==> src/logic/pco_pkg.sv <==
// shared constants, register map and bus carriers for the clock output control block
package pco_pkg;

  // clock rates in kHz, used to scale the pll model onto pclk, and the pclk period in ns
  localparam int unsigned PCLK_KHZ = 40000;
  localparam int unsigned XTAL_KHZ = 27120;
  localparam int unsigned PCLK_PERIOD_NS = 25;

  // register indices; byte address is four times the index
  localparam logic [7:0] IDX_TRIM = 8'h3C;
  localparam logic [7:0] IDX_CTRL = 8'h3D;
  localparam logic [7:0] IDX_DIV = 8'h3E;
  localparam logic [7:0] IDX_PIN_IO = 8'h50;
  localparam logic [11:0] ADDR_TRIM = {2'h0, IDX_TRIM, 2'h0};
  localparam logic [11:0] ADDR_CTRL = {2'h0, IDX_CTRL, 2'h0};
  localparam logic [11:0] ADDR_DIV = {2'h0, IDX_DIV, 2'h0};
  localparam logic [11:0] ADDR_PIN_IO = {2'h0, IDX_PIN_IO, 2'h0};

  // control register fields
  localparam int unsigned CTRL_SEL_LSB = 4;
  localparam int unsigned CTRL_EN_BIT = 3;
  localparam int unsigned CTRL_PD_BIT = 2;
  localparam int unsigned CTRL_FB_LSB = 0;

  // pin i/o register fields
  localparam int unsigned PIO_OUT_BIT = 0;
  localparam int unsigned PIO_OE_BIT = 1;
  localparam int unsigned PIO_IN_BIT = 2;

  // reset values
  localparam logic [7:0] CTRL_RST = 8'h00;
  localparam logic [7:0] DIV_RST = 8'h08;
  localparam logic [7:0] TRIM_RST = 8'h80;

  // clock pin source codes
  localparam logic [3:0] SEL_GPIO = 4'h0;
  localparam logic [3:0] SEL_PLL = 4'h1;
  localparam logic [3:0] SEL_LOW = 4'h2;
  localparam logic [3:0] SEL_HIGH = 4'h3;
  localparam logic [3:0] SEL_XTAL_DIV1 = 4'h4;
  localparam logic [3:0] SEL_XTAL_DIV2 = 4'h5;
  localparam logic [3:0] SEL_XTAL_DIV4 = 4'h6;
  localparam logic [3:0] SEL_XTAL_DIV8 = 4'h7;
  localparam logic [3:0] SEL_TIMER_ZERO = 4'h8;
  localparam logic [3:0] SEL_TIMER3 = 4'hB;

  // feedback factors and output divider floor
  localparam logic [4:0] FB_MULT_A = 5'h17;
  localparam logic [4:0] FB_MULT_B = 5'h1B;
  localparam logic [4:0] FB_MULT_C = 5'h1C;
  localparam logic [7:0] DIV_MIN = 8'h08;

  // slow oscillator model: base period plus one cycle per trim step
  localparam int unsigned SLOW_BASE_NS = 6400;
  localparam logic [15:0] SLOW_BASE_CYC = 16'((SLOW_BASE_NS + PCLK_PERIOD_NS - 1) / PCLK_PERIOD_NS);

  typedef struct packed {
    logic psel;
    logic penable;
    logic pwrite;
    logic [11:0] paddr;
    logic [31:0] pwdata;
    logic [3:0] pstrb;
  } pco_apb_req_t;

  typedef struct packed {
    logic [31:0] prdata;
    logic pready;
    logic pslverr;
  } pco_apb_rsp_t;

  // feedback field to multiplication factor
  function automatic logic [4:0] pco_fb_mult(input logic [1:0] code);
    case (code)
      2'h1: pco_fb_mult = FB_MULT_B;
      2'h2: pco_fb_mult = FB_MULT_C;
      default: pco_fb_mult = FB_MULT_A;
    endcase
  endfunction

  // sources that hold a constant level
  function automatic logic pco_is_static(input logic [3:0] sel);
    pco_is_static = (sel == SEL_LOW) || (sel == SEL_HIGH) || (sel == SEL_GPIO);
  endfunction

endpackage

==> src/logic/pco_pin_switch.sv <==
// glitch-free source switch for the clock output pin
module pco_pin_switch (
  input wire logic pclk,
  input wire logic presetn,
  input wire logic [3:0] sel,
  input wire logic en,
  input wire logic [15:0] src,
  output logic pin
);
  import pco_pkg::*;

  typedef enum logic {
    SW_FOLLOW = 1'b0,
    SW_PARK = 1'b1
  } pco_sw_state_t;

  typedef struct packed {
    pco_sw_state_t state;
    logic [3:0] cur_sel;
    logic cur_en;
    logic pin;
  } pco_sw_t;

  pco_sw_t s_reg;
  pco_sw_t s_next;
  logic cur_lvl;
  logic new_lvl;
  logic change;

  assign cur_lvl = s_reg.cur_en & src[s_reg.cur_sel];
  assign new_lvl = en & src[sel];
  assign change = (sel != s_reg.cur_sel) || (en != s_reg.cur_en);

  // leave a source only while it is low or constant, park low, join the new one only while it is low or constant
  always_comb begin
    s_next = s_reg;
    case (s_reg.state)
      SW_FOLLOW: begin
        if (change && (!cur_lvl || pco_is_static(s_reg.cur_sel))) begin
          s_next.state = SW_PARK;
          s_next.cur_sel = sel;
          s_next.cur_en = en;
          s_next.pin = 1'b0;
        end else begin
          s_next.pin = cur_lvl;
        end
      end
      SW_PARK: begin
        s_next.pin = 1'b0;
        s_next.cur_sel = sel;
        s_next.cur_en = en;
        if (!new_lvl || pco_is_static(sel)) begin
          s_next.state = SW_FOLLOW;
        end
      end
      default: begin
        s_next.state = SW_PARK;
        s_next.pin = 1'b0;
      end
    endcase
  end

  always_ff @(posedge pclk or negedge presetn) begin
    if (!presetn) begin
      s_reg <= '{state: SW_FOLLOW, cur_sel: SEL_GPIO, cur_en: 1'b0, pin: 1'b0};
    end else begin
      s_reg <= s_next;
    end
  end

  assign pin = s_reg.pin;
endmodule

==> src/logic/pco_clock_ctrl.sv <==
// register file, pll model, crystal dividers and clock output pin control
// Summary of operation
// eight-bit trim; larger value, slower oscillator
// stage one: crystal times factor, halved
// stage two: divide by output divider value
// feedback code 0,1,2,3 gives 23,27,28,23
// output divider 8..254; 0..7 never programmed
// select 0 makes pin general I/O
// select 1 routes pll clock to pin
// select 2 holds low, 3 holds high
// selects 4..7 give crystal over 1,2,4,8
// selects 8..B toggle on timer overflows
// enable bit gates clock onto pin
// power-down stops pll output toggling
// source changes switch glitch-free, no runts
//
// Design decision made here: the APB register port.
module pco_clock_ctrl (
  input wire logic pclk,
  input wire logic presetn,
  input wire pco_pkg::pco_apb_req_t apb_req,
  output pco_pkg::pco_apb_rsp_t apb_rsp,
  input wire logic xtal_clk,
  input wire logic [3:0] timer_overflow,
  input wire logic clock_output_pin_i,
  output logic clock_output_pin_o,
  output logic clock_output_pin_oe,
  output logic [7:0] slow_osc_trim_value,
  output logic slow_osc_tick,
  output logic pll_power_down
);
  import pco_pkg::*;

  localparam int unsigned ACC_W = 24;

  typedef struct packed {
    logic [7:0] ctrl;
    logic [7:0] div;
    logic [7:0] trim;
    logic gpio_out;
    logic gpio_oe;
    logic [ACC_W-1:0] acc;
    logic pll_lvl;
    logic xtal_q;
    logic xtal_prev;
    logic [2:0] xcnt;
    logic [3:0] tmr_tgl;
    logic [15:0] slow_cnt;
    logic slow_tick;
    logic pin_o;
    logic pin_oe;
    logic [31:0] prdata;
    logic pready;
    logic pslverr;
  } pco_state_t;

  pco_state_t s_reg;
  pco_state_t s_next;

  logic acc_phase;
  logic hit;
  logic do_write;
  logic [31:0] rd_data;
  logic [3:0] sel;
  logic pin_en;
  logic pd;
  logic [7:0] eff_div;
  logic [ACC_W-1:0] inc;
  logic [ACC_W-1:0] lim;
  logic [ACC_W:0] sum;
  logic [ACC_W:0] rem;
  logic [15:0] src;
  logic sw_pin;
  logic xtal_rise;

  // field views of the control register
  assign sel = s_reg.ctrl[CTRL_SEL_LSB +: 4];
  assign pin_en = s_reg.ctrl[CTRL_EN_BIT];
  assign pd = s_reg.ctrl[CTRL_PD_BIT];

  // apb decode; a single wait state lets every answer leave a flop
  assign acc_phase = apb_req.psel & apb_req.penable;
  assign hit = (apb_req.paddr == ADDR_TRIM) || (apb_req.paddr == ADDR_CTRL)
    || (apb_req.paddr == ADDR_DIV) || (apb_req.paddr == ADDR_PIN_IO);
  assign do_write = acc_phase & s_reg.pready & apb_req.pwrite & hit & apb_req.pstrb[0];

  // read mux; bits above each register read as zero
  always_comb begin
    rd_data = 32'h00000000;
    case (apb_req.paddr)
      ADDR_TRIM: rd_data[7:0] = s_reg.trim;
      ADDR_CTRL: rd_data[7:0] = s_reg.ctrl;
      ADDR_DIV: rd_data[7:0] = s_reg.div;
      ADDR_PIN_IO: begin
        rd_data[PIO_OUT_BIT] = s_reg.gpio_out;
        rd_data[PIO_OE_BIT] = s_reg.gpio_oe;
        rd_data[PIO_IN_BIT] = clock_output_pin_i;
      end
      default: rd_data = 32'h00000000;
    endcase
  end

  // reserved divider settings are clamped so the model never runs faster than specified
  assign eff_div = (s_reg.div < DIV_MIN) ? DIV_MIN : s_reg.div;

  // pll model as a rate accumulator: toggles at xtal*mult/div, i.e. output xtal*mult/2/div
  assign inc = ACC_W'(pco_fb_mult(s_reg.ctrl[CTRL_FB_LSB +: 2]) * XTAL_KHZ);
  assign lim = ACC_W'(eff_div * PCLK_KHZ);
  assign sum = {1'b0, s_reg.acc} + {1'b0, inc};
  assign rem = sum - {1'b0, lim};

  assign xtal_rise = s_reg.xtal_q & ~s_reg.xtal_prev;

  // candidate levels for the pin, indexed by source code
  always_comb begin
    src = 16'h0000;
    src[SEL_PLL] = s_reg.pll_lvl;
    src[SEL_LOW] = 1'b0;
    src[SEL_HIGH] = 1'b1;
    src[SEL_XTAL_DIV1] = s_reg.xtal_q;
    src[SEL_XTAL_DIV2] = s_reg.xcnt[0];
    src[SEL_XTAL_DIV4] = s_reg.xcnt[1];
    src[SEL_XTAL_DIV8] = s_reg.xcnt[2];
    src[SEL_TIMER_ZERO +: 4] = s_reg.tmr_tgl;
  end

  pco_pin_switch u_switch (
    .pclk(pclk),
    .presetn(presetn),
    .sel(sel),
    .en(pin_en),
    .src(src),
    .pin(sw_pin)
  );

  // next-state logic for the whole block
  always_comb begin
    s_next = s_reg;

    // bus answer and register writes
    s_next.pready = acc_phase & ~s_reg.pready;
    s_next.prdata = 32'h00000000;
    s_next.pslverr = 1'b0;
    if (acc_phase && !s_reg.pready) begin
      s_next.prdata = apb_req.pwrite ? 32'h00000000 : rd_data;
      s_next.pslverr = ~hit;
    end
    if (do_write) begin
      case (apb_req.paddr)
        ADDR_TRIM: s_next.trim = apb_req.pwdata[7:0];
        ADDR_CTRL: s_next.ctrl = apb_req.pwdata[7:0];
        ADDR_DIV: s_next.div = apb_req.pwdata[7:0];
        ADDR_PIN_IO: begin
          s_next.gpio_out = apb_req.pwdata[PIO_OUT_BIT];
          s_next.gpio_oe = apb_req.pwdata[PIO_OE_BIT];
        end
        default: s_next.trim = s_reg.trim;
      endcase
    end

    // pll: held quiet in power-down; at most one toggle per pclk, a limit of the model
    if (pd) begin
      s_next.acc = '0;
      s_next.pll_lvl = 1'b0;
    end else if (sum >= {1'b0, lim}) begin
      s_next.pll_lvl = ~s_reg.pll_lvl;
      s_next.acc = (rem >= {1'b0, lim}) ? '0 : rem[ACC_W-1:0];
    end else begin
      s_next.acc = sum[ACC_W-1:0];
    end

    // crystal ripple divider counts rising edges of the sampled crystal
    s_next.xtal_q = xtal_clk;
    s_next.xtal_prev = s_reg.xtal_q;
    if (xtal_rise) begin
      s_next.xcnt = s_reg.xcnt + 3'h1;
    end

    // each timer overflow flips its own toggle
    s_next.tmr_tgl = s_reg.tmr_tgl ^ timer_overflow;

    // slow oscillator model: more trim, longer period
    if (s_reg.slow_cnt == 16'h0000) begin
      s_next.slow_cnt = SLOW_BASE_CYC + {8'h00, s_reg.trim};
      s_next.slow_tick = 1'b1;
    end else begin
      s_next.slow_cnt = s_reg.slow_cnt - 16'h0001;
      s_next.slow_tick = 1'b0;
    end

    // pin: i/o mode bypasses the clock path entirely
    if (sel == SEL_GPIO) begin
      s_next.pin_o = s_reg.gpio_out;
      s_next.pin_oe = s_reg.gpio_oe;
    end else begin
      s_next.pin_o = sw_pin;
      s_next.pin_oe = 1'b1;
    end
  end

  // single state register
  always_ff @(posedge pclk or negedge presetn) begin
    if (!presetn) begin
      s_reg <= '{ctrl: CTRL_RST, div: DIV_RST, trim: TRIM_RST, gpio_out: 1'b0, gpio_oe: 1'b0,
                 acc: '0, pll_lvl: 1'b0, xtal_q: 1'b0, xtal_prev: 1'b0, xcnt: 3'h0,
                 tmr_tgl: 4'h0, slow_cnt: 16'h0000, slow_tick: 1'b0, pin_o: 1'b0, pin_oe: 1'b0,
                 prdata: 32'h00000000, pready: 1'b0, pslverr: 1'b0};
    end else begin
      s_reg <= s_next;
    end
  end

  // outputs straight from the state register
  assign apb_rsp.prdata = s_reg.prdata;
  assign apb_rsp.pready = s_reg.pready;
  assign apb_rsp.pslverr = s_reg.pslverr;
  assign clock_output_pin_o = s_reg.pin_o;
  assign clock_output_pin_oe = s_reg.pin_oe;
  assign slow_osc_trim_value = s_reg.trim;
  assign slow_osc_tick = s_reg.slow_tick;
  assign pll_power_down = pd;
endmodule

==> config.mk <==
export PLATFORM = sky130hd
export DESIGN_NAME = pco_clock_ctrl
export DESIGN_NICKNAME = d
export VERILOG_FILES = /design/src/logic/pco_pkg.sv /design/src/logic/pco_pin_switch.sv /design/src/logic/pco_clock_ctrl.sv
export SDC_FILE = /design/constraint.sdc
export NUM_CORES = 1
export LEC_CHECK = 0
export ABC_AREA = 1
export BUFFER_PORTS_ARGS = -buffer_cell sky130_fd_sc_hd__buf_2
export CAP_MARGIN = 20
export CELL_PAD_IN_SITES_DETAIL_PLACEMENT = 0
export CELL_PAD_IN_SITES_GLOBAL_PLACEMENT = 1
export CORE_ASPECT_RATIO = 0.75
export CORE_MARGIN = 10
export CORE_UTILIZATION = 44
export DETAILED_ROUTE_END_ITERATION = 10
export MAX_ROUTING_LAYER = met4
export PLACE_DENSITY = 0.8
export REMOVE_ABC_BUFFERS = 1
export SLEW_MARGIN = 15
export SYNTH_ARGS = -nofsm -noshare
export SYNTH_HDL_FRONTEND = slang
export SYNTH_HIERARCHICAL = 1
export SYNTH_SLANG_ARGS = --single-unit
==> constraint.sdc <==
create_clock -name pclk -period 7.42 [get_ports pclk]
set_input_delay 1.484 -clock pclk [delete_from_list [all_inputs] [get_ports pclk]]
set_output_delay 1.484 -clock pclk [all_outputs]
set_load 0.01 [all_outputs]
Word level (Yosys, flattened, before mapping)
Index checks and enable logic that the tools add are counted.
{"block": "word_totals", "mem_bits_ro": 0, "memories": 0, "ff_bits": 120, "word_cells": 106, "latch_bits": 0, "ramBits": 0, "in_bits": 59}
{"block": "classes", "order_cmp": 5, "n_bitwise": 15, "n_mux": 21, "reduce_logical": 23, "eq_ne": 13, "add_sub_neg": 5, "shifts": 0, "mul": 2, "div": 0}
{"op": ">= comparator 25 x 24 -> 1 bit", "n": 2}
{"op": "two-way mux 24 bit", "n": 2}
{"op": "== test 12 x 8 -> 1 bit (second input constant)", "n": 3}
{"op": "adder 24 x 20 -> 25 bit", "n": 1}
{"op": "two-way mux 25 bit", "n": 1}
{"op": "subtractor 25 x 24 -> 25 bit", "n": 1}
{"op": "two-way mux 8 bit", "n": 3}
{"op": "multiplier 8 x 10 -> 18 bit (second input constant)", "n": 1}
{"op": "two-way mux 17 bit", "n": 1}
{"op": "== test 4 x 2 -> 1 bit (second input constant)", "n": 4}
{"op": "zero test 16 bit", "n": 1}
{"op": "multiplier 5 x 11 -> 16 bit (second input constant)", "n": 1}
{"op": "subtractor 16 x 1 -> 16 bit (second input constant)", "n": 1}
{"op": "one-hot mux 5 bit (3 select lines)", "n": 1}
{"op": "one-hot mux 7 bit (2 select lines)", "n": 1}
{"op": "== test 12 x 9 -> 1 bit (second input constant)", "n": 1}
{"op": "one-hot mux 3 bit (4 select lines)", "n": 1}
{"op": "adder 9 x 8 -> 10 bit (first input constant)", "n": 1}
{"op": "logical OR 1 bit", "n": 10}
{"op": "< comparator 4 x 5 -> 1 bit (second input constant)", "n": 2}
{"op": "AND 1 bit", "n": 9}
{"op": "binary-select mux 1 bit (select 4 bit)", "n": 2}
{"op": "zero test 4 bit", "n": 2}
{"op": "< comparator 8 x 4 -> 1 bit (second input constant)", "n": 1}
{"op": "16 further kinds", "n": 31}

Logic depth before layout (Yosys ltp)
Gate-level depths: netlist of the first run.
{"block": "depth", "word_depth": 9, "depth_mapped": 43, "mapped_depth_nobuf": 42}

Cells and area by module
Netlist of the first run, hierarchy kept.
{"module": "pco_clock_ctrl", "cells_per_inst": 1061, "instances": 1, "area_per_inst_um2": 7920.1, "seq_area_each_um2": 2129.5}
{"module": "pco_pin_switch", "cells_per_inst": 128, "instances": 1, "area_per_inst_um2": 763.2, "seq_area_each_um2": 175.2}

Worst setup path after synthesis of the first run
No wires, ideal clock.
{"block": "synth_timing", "kind": "reg2reg", "startpoint": "reg s_reg[103] (netlist name)", "endpoint": "reg s_reg[73] (netlist name)", "stages_incl_launch_ff": 36, "arrival_ns": 6.114, "path_slack_ns": 1.180, "n_path_buf": 1, "period_less_slack_ns": 6.240, "setup_time_ns": 0.126, "cell_sequence": "dfrtp_1 inv_1 ha_1 nand3_1 inv_1 nor2_1 inv_1 ha_1 ha_1 inv_1 fa_1 inv_1 fa_1 fa_1 xnor2_1 ha_1 nand2_1 nor4_1 a21oi_1 o21ai_0 nand3_1 nand2_1 xor2_1 ha_1 nand3_1 nor4_1 nand4_1 nand3_1 nand2_1 nand2_1 nand2_1 nand2_1 nand2_1 nand2_2 buf_6 a21oi_2"}
{"item": "start: declaration", "line_no": "pco_clock_ctrl.sv:57", "text": "pco_state_t s_reg;"}
{"item": "start signal: assignment", "line_no": "pco_clock_ctrl.sv:204", "text": "s_reg <= '{ctrl: CTRL_RST, div: DIV_RST, trim: TRIM_RST, gpio_out: 1'b0, gpio_oe: 1'b0,"}
{"item": "start signal: assignment", "line_no": "pco_clock_ctrl.sv:209", "text": "s_reg <= s_next;"}

==> results.json, run 1 <==
{
  "avgViaCountPerCell": 4.99,
  "synth-simple-area-share": 0.250,
  "clock-sinks": 92,
  "grt_overflow": 0,
  "vias": 7479,
  "layout_commonest_cell": "nand2_1",
  "synthAdderAreaFrac": 0.168,
  "hold_start": "s_next[60]$_DFF_PN0_",
  "stdcell_area_um2": 9380,
  "maxSlewHeadroom": 0.384,
  "cts_tree": "done",
  "finalSetupViolCount": 0,
  "synth-edff-count": 0,
  "antenna_found_initial": 0,
  "place_congestion": 0.926,
  "path_class": "reg -> reg",
  "layout.cells.non_filler": 1499,
  "synthArstFlopShare": 1.00,
  "coreArea_um2": 19400,
  "crit_path_end_kind": "flip-flop",
  "final_util": 0.484,
  "drive_gt1_frac": 0.118,
  "cts_hold_buf": 0,
  "synth.yosys.seq_area_share": 0.265,
  "htreeDepth": 3,
  "startpoint": "s_reg[104]$_DFFE_PN0P_",
  "rsz0062_at_grt": "no",
  "timing.setup.tns_ns": 0,
  "dr.first_iter.drc_count": 564,
  "cts-buffers-inserted": 9,
  "fin_skew_ns": 0.00950,
  "power_mw": 1.51,
  "antenna_cells": 0,
  "vdd_drop_max_v": 0.0000979,
  "cts_setup_buffers": 0,
  "status": "complete, no violations",
  "hpwl_mm": 18.1,
  "synth.distinct_cells": 51,
  "grt_pass1_vias": 6996,
  "period_share": 0.957,
  "synth_compound_gate_area_share": 0.131,
  "grt_first_pass_wirelength_mm": 36.4,
  "crit_path_frequent_cell": "nand2_1",
  "synth_xor_area_frac": 0.0493,
  "synth_top_family_by_area": "simple AND/OR/NAND/NOR gates",
  "cts-root-buf": "clkbuf_16",
  "p_leak_nw": 5.14,
  "holdWs_ns": 0.442,
  "place_area_um2": 9080,
  "clkTransAtPathRegs_ns": 0.07,
  "drc": 0,
  "met3_length_mm": 1.42,
  "worst_pin_slew_ns": 0.925,
  "syn-instance-count": 1189,
  "finalHoldViolCount": 0,
  "grt_usage": 0.176,
  "synth_top_area_frac": 0.259,
  "initial_utilization": 0.448,
  "critPathSlowestCell": "fa_1",
  "die_y_um": 142,
  "routed_wl_mm": 22.1,
  "fmax_ghz": 0.141,
  "highest_layer": "met4",
  "pre_cts_ws_ns": 0.249,
  "cts_buffer_depth": 2,
  "ios": 105,
  "yosys_warnings": 6,
  "antenna_left": 0,
  "nets": 1409,
  "min_path_type": "reg -> reg",
  "wl_met2_mm": 8.62,
  "first_pass_iters": 5,
  "fin_crit_ns": 7.10,
  "ys_ff_latch": 92,
  "critical-path-max-stage-delay_ns": 0.52,
  "critPathLaunchType": "flip-flop",
  "reg2reg_from": "s_reg[104]$_DFFE_PN0P_",
  "largest_reg_flops": 61,
  "synth_top_area_cell": "dfrtp_1",
  "synthesis.area_um2": 8680,
  "io_buffers": 53,
  "cellPowerDensity_nw_per_um2": 161,
  "die_w_um": 182,
  "dieArea_um2": 25800,
  "path_max_fanout": 20,
  "clock_latency_ns": 0.36,
  "arrival_ns": 7.33,
  "finalMaxSlewViolations": 0,
  "dp_cells": 1483,
  "grt_max_degree": 74,
  "row_count": 44,
  "ys_top_cells_by_area": "dfrtp_1 (26%), ha_1 (14%), nand2_1 (11%), inv_1 (8.2%), buf_4 (3.9%)",
  "synthMuxAreaShare": 0.00130,
  "final_cell_mix": "nand2_1 (261), inv_1 (189), ha_1 (96)",
  "drv_cap": 0,
  "area_delta_synth_final_pct": 8.00,
  "avgSynthCellArea_um2": 7.30,
  "required_ns": 7.65,
  "wire_per_inst_um": 14.8,
  "synthFlopType": "dfrtp_1",
  "wl_met1_mm": 12.0,
  "timing.final.ws_setup_ns": 0.320
}
==> synth_stat cells, types with 2 or more instances <==
cell type and instances:
nand2_1 261, inv_1 189, ha_1 96, dfrtp_1 90, nor2_1 84, nand3_1 67
a21oi_1 59, o21ai_0 59, buf_4 45, xor2_1 29, a21oi_2 22, nand2_2 20
o211ai_1 19, xnor2_1 18, nand4_1 16, nor3_1 14, fa_1 13, a31oi_1 7
clkbuf_1 7, nor4_1 6, nand3_2 5, o22ai_1 5, a21o_1 4, and3_1 4
buf_2 4, buf_6 4, inv_2 4, nand3b_1 3, o21ai_1 3, o21bai_1 3
a221oi_1 2, clkinv_1 2, conb_1 2, dfstp_2 2, nand2_4 2, nor2_2 2
o221ai_1 2, or2_2 2
==> path summary, 6_finish.rpt <==
kind                       cells past startpoint  slack, ns                     end
setup / recovery                              36       0.32     s_reg[73]$_DFF_PN0_
min in group asynchronous                      1       1.01     s_reg[83]$_DFF_PN0_
hold reg to reg                                0       0.44     s_reg[60]$_DFF_PN0_
hold / removal                                 0       0.44     s_reg[60]$_DFF_PN0_
setup reg to reg                              36       0.32     s_reg[73]$_DFF_PN0_
max in group asynchronous                      2       5.16  s_reg[104]$_DFFE_PN0P_
==> worst max-delay path: cells and delay by family (launching register included) <==
family                   cells  cell delay (ns)
adder cells (fa/ha/maj)      8             2.95
AND/OR/NAND/NOR             17             2.22
buffers and inverters        6             0.54
AO/OA/AOI/OAI                3             0.48
flip-flops                   1             0.46
XOR/XNOR                     2             0.29
==> per-layer routing <==
metal,vias up,GRT usage
li1,3881,-
met3,8,0.0399
met1,3415,0.263
met5,-,-
met4,0,0.0295
met2,175,0.237
==> where the power goes <==
part	leakage, nW	internal (mW)	switching, mW
Combinational	3.79	0.185	0.301
Clock	0.143	0.237	0.230
Sequential	1.20	0.534	0.0258
==> logic make-up after synthesis <==
logic type / Yosys count
AND/OR/NAND/NOR: 493
buffers and inverters: 255
AO/OA/AOI/OAI: 189
adder cells (fa/ha/maj): 109
flip-flops: 92
XOR/XNOR: 48
other: 2
multiplexers: 1
==> area by class of cell <==
type,instances,area (µm²)
timing repair buffer,65,370
clock inverter,7,68.8
tap,253,317
inverter,195,732
clock buffer,9,225
fill,1995,10000
sequential,92,2310
multi-input combinational,878,5360
==> repair_timing <==
action                                  4_1_cts  5_1_grt
endpoints found under the setup margin        0       20
hold endpoints to repair                      0        0
resized for setup                             0        3
No activity file was read; power rests on OpenSTA's default activity.
==> run 2: changes to the inputs <==
--- a/config.mk
+++ b/config.mk
@@ -14,6 +14,7 @@
 export CORE_MARGIN = 10
 export CORE_UTILIZATION = 44
 export DETAILED_ROUTE_END_ITERATION = 10
+export GPL_TIMING_DRIVEN = 0
 export MAX_ROUTING_LAYER = met4
 export PLACE_DENSITY = 0.8
 export REMOVE_ABC_BUFFERS = 1
==> run 2 against run 1 <==
- sequential share of layout area down 0.11 points
- fmax grew 2.4%
- hold slack barely moved
- sequential cell count stayed put
- clock skew is 0.0023 ns higher
- largest power group unchanged
- critical endpoint is now s_reg[75]$_DFF_PN0_
- core utilization increased by 0.25 points
==> results.json, run 2 (synthesis gave the netlist of run 1 again) <==
{
  "finalSetupViolCount": 0,
  "drv_cap": 0,
  "finalHoldViolCount": 0,
  "die_w_um": 182,
  "drc": 0,
  "nFillCells": 2003,
  "status": "complete, no violations",
  "arrival_ns": 7.15,
  "path_max_fanout": 5,
  "crit_path_end_kind": "flip-flop",
  "vdd_drop_max_v": 0.000126,
  "crit_path_frequent_cell": "nand2_1",
  "hpwl_mm": 17.8,
  "row_count": 44,
  "clock-sinks": 92,
  "cts_hold_buf": 0,
  "grt_max_degree": 61,
  "grtUsageMet2": 0.229,
  "antenna_left": 0,
  "area_delta_synth_final_pct": 8.56,
  "final_cell_mix": "nand2_1 (258), inv_1 (188), ha_1 (95)",
  "critPathLaunchType": "flip-flop",
  "use_met1": 0.265,
  "cellPowerDensity_nw_per_um2": 160,
  "layout_commonest_cell": "nand2_1",
  "cts_tree": "done",
  "vias": 7474,
  "clock_latency_ns": 0.36,
  "antenna_found_initial": 0,
  "path_class": "reg -> reg",
  "final_util": 0.486,
  "wire_per_inst_um": 15.0,
  "first_pass_iters": 5,
  "fin_skew_ns": 0.0118,
  "regArea_um2": 2310,
  "required_ns": 7.64,
  "fin_crit_ns": 6.93,
  "cp_top_family": "adder cells",
  "coreArea_um2": 19400,
  "grt_usage": 0.173,
  "grt_first_pass_wirelength_mm": 35.9,
  "nets": 1402,
  "die_y_um": 142,
  "maxSlewHeadroom": 0.452,
  "place_area_um2": 9010,
  "initial_utilization": 0.448,
  "pre_cts_ws_ns": -0.463,
  "dieArea_um2": 25800,
  "critical-path-max-stage-delay_ns": 0.58,
  "top_usage_layer": "met1",
  "grt_use_met3": 0.0323,
  "holdWs_ns": 0.442,
  "stdcell_area_um2": 9430,
  "timing.final.ws_setup_ns": 0.490,
  "fmax_ghz": 0.144,
  "min_path_type": "reg -> reg",
  "routed_wl_mm": 22.4,
  "p_leak_nw": 5.11,
  "dr.first_iter.drc_count": 512,
  "antenna_cells": 0,
  "io_buffers": 53,
  "place_congestion": 0.935,
  "clkTransAtPathRegs_ns": 0.08,
  "grt_pass1_vias": 6939,
  "worst_pin_slew_ns": 0.813,
  "largest_reg_flops": 61,
  "cts_buffer_depth": 2,
  "cts-buffers-inserted": 9,
  "ios": 105,
  "period_share": 0.934,
  "drive_gt1_frac": 0.124,
  "cp.buffers_inverters": 6,
  "finalMaxSlewViolations": 0,
  "htreeDepth": 3,
  "critPathSlowestCell": "fa_2",
  "avgViaCountPerCell": 5.01,
  "grt_overflow": 0,
  "cts-root-buf": "clkbuf_16",
  "multi_input_area_um2": 5470
}
run 2: changes by cell type in the layout (fill, tap and decap cells not counted), moves of 2 or more:
| cell | delta |
|---|---|
| inv_6 | -2 |
| buf_4 | -11 |
| a21oi_1 | -2 |
| nor2_4 | +2 |
| a21oi_2 | +2 |
| nand2_1 | -3 |
| nand2_4 | +5 |
| nor2_1 | -2 |
run 2: area by class of cell:
type                    count  area share
multi-input cells         881       0.580
flip-flops and latches     92       0.245
inverters                 195      0.0776
well taps                 253      0.0336
repair buffers             55      0.0325
clock buffers               9      0.0239
clock inverters             7     0.00743
run 2: final timing paths:
kind                                        startpoint                      to  slack (ns)  cells after the start
worst max register to register  s_reg[103]$_DFFE_PN0P_     s_reg[75]$_DFF_PN0_        0.49                     37
worst max-delay path            s_reg[103]$_DFFE_PN0P_     s_reg[75]$_DFF_PN0_        0.49                     37
worst min register to register    s_next[60]$_DFF_PN0_     s_reg[60]$_DFF_PN0_        0.44                      0
worst min-delay path              s_next[60]$_DFF_PN0_     s_reg[60]$_DFF_PN0_        0.44                      0
min in group asynchronous                      presetn     s_reg[84]$_DFF_PN0_        1.00                      1
max in group asynchronous                      presetn  s_reg[100]$_DFFE_PN1P_        5.75                      2
run 2: worst reg2reg max path: cells and delay by family (launching register included):
kind	cells	cell delay (ns)
flops	1	0.45
buf+inv	6	0.51
compound gates	4	0.48
xor+xnor	1	0.17
simple gates	18	2.14
fa+ha+maj	8	3.03
run 2: per-stage QoR:
stage               power [mW]  std cells  TNS (ns)
detailed placement        1.04       1472     -8.52
finish                    1.51       1492         0
global placement          1.03       1471     -8.89
CTS                       1.51       1488         0
global route              1.62       1492   -0.0997
floorplan                0.917       1165         0
run 2: routing by layer:
metal / vias up / wire length [µm]
met5: - / 0
met3: 17 / 1300
met1: 3415 / 12300
met4: 0 / 208
li1: 3871 / -
met2: 171 / 8530
run 2: where the power goes:
group,switching [mW],internal [mW],total (mW)
registers,0.0256,0.534,0.559
clock network,0.231,0.237,0.468
logic,0.297,0.182,0.480
total,0.554,0.953,1.51
run 2: repair_timing:
item	CTS	global route
buffers inserted	0	1
pin swaps	0	5
setup endpoints to repair	20	20
gates resized for setup	5	18
cloned	0	3
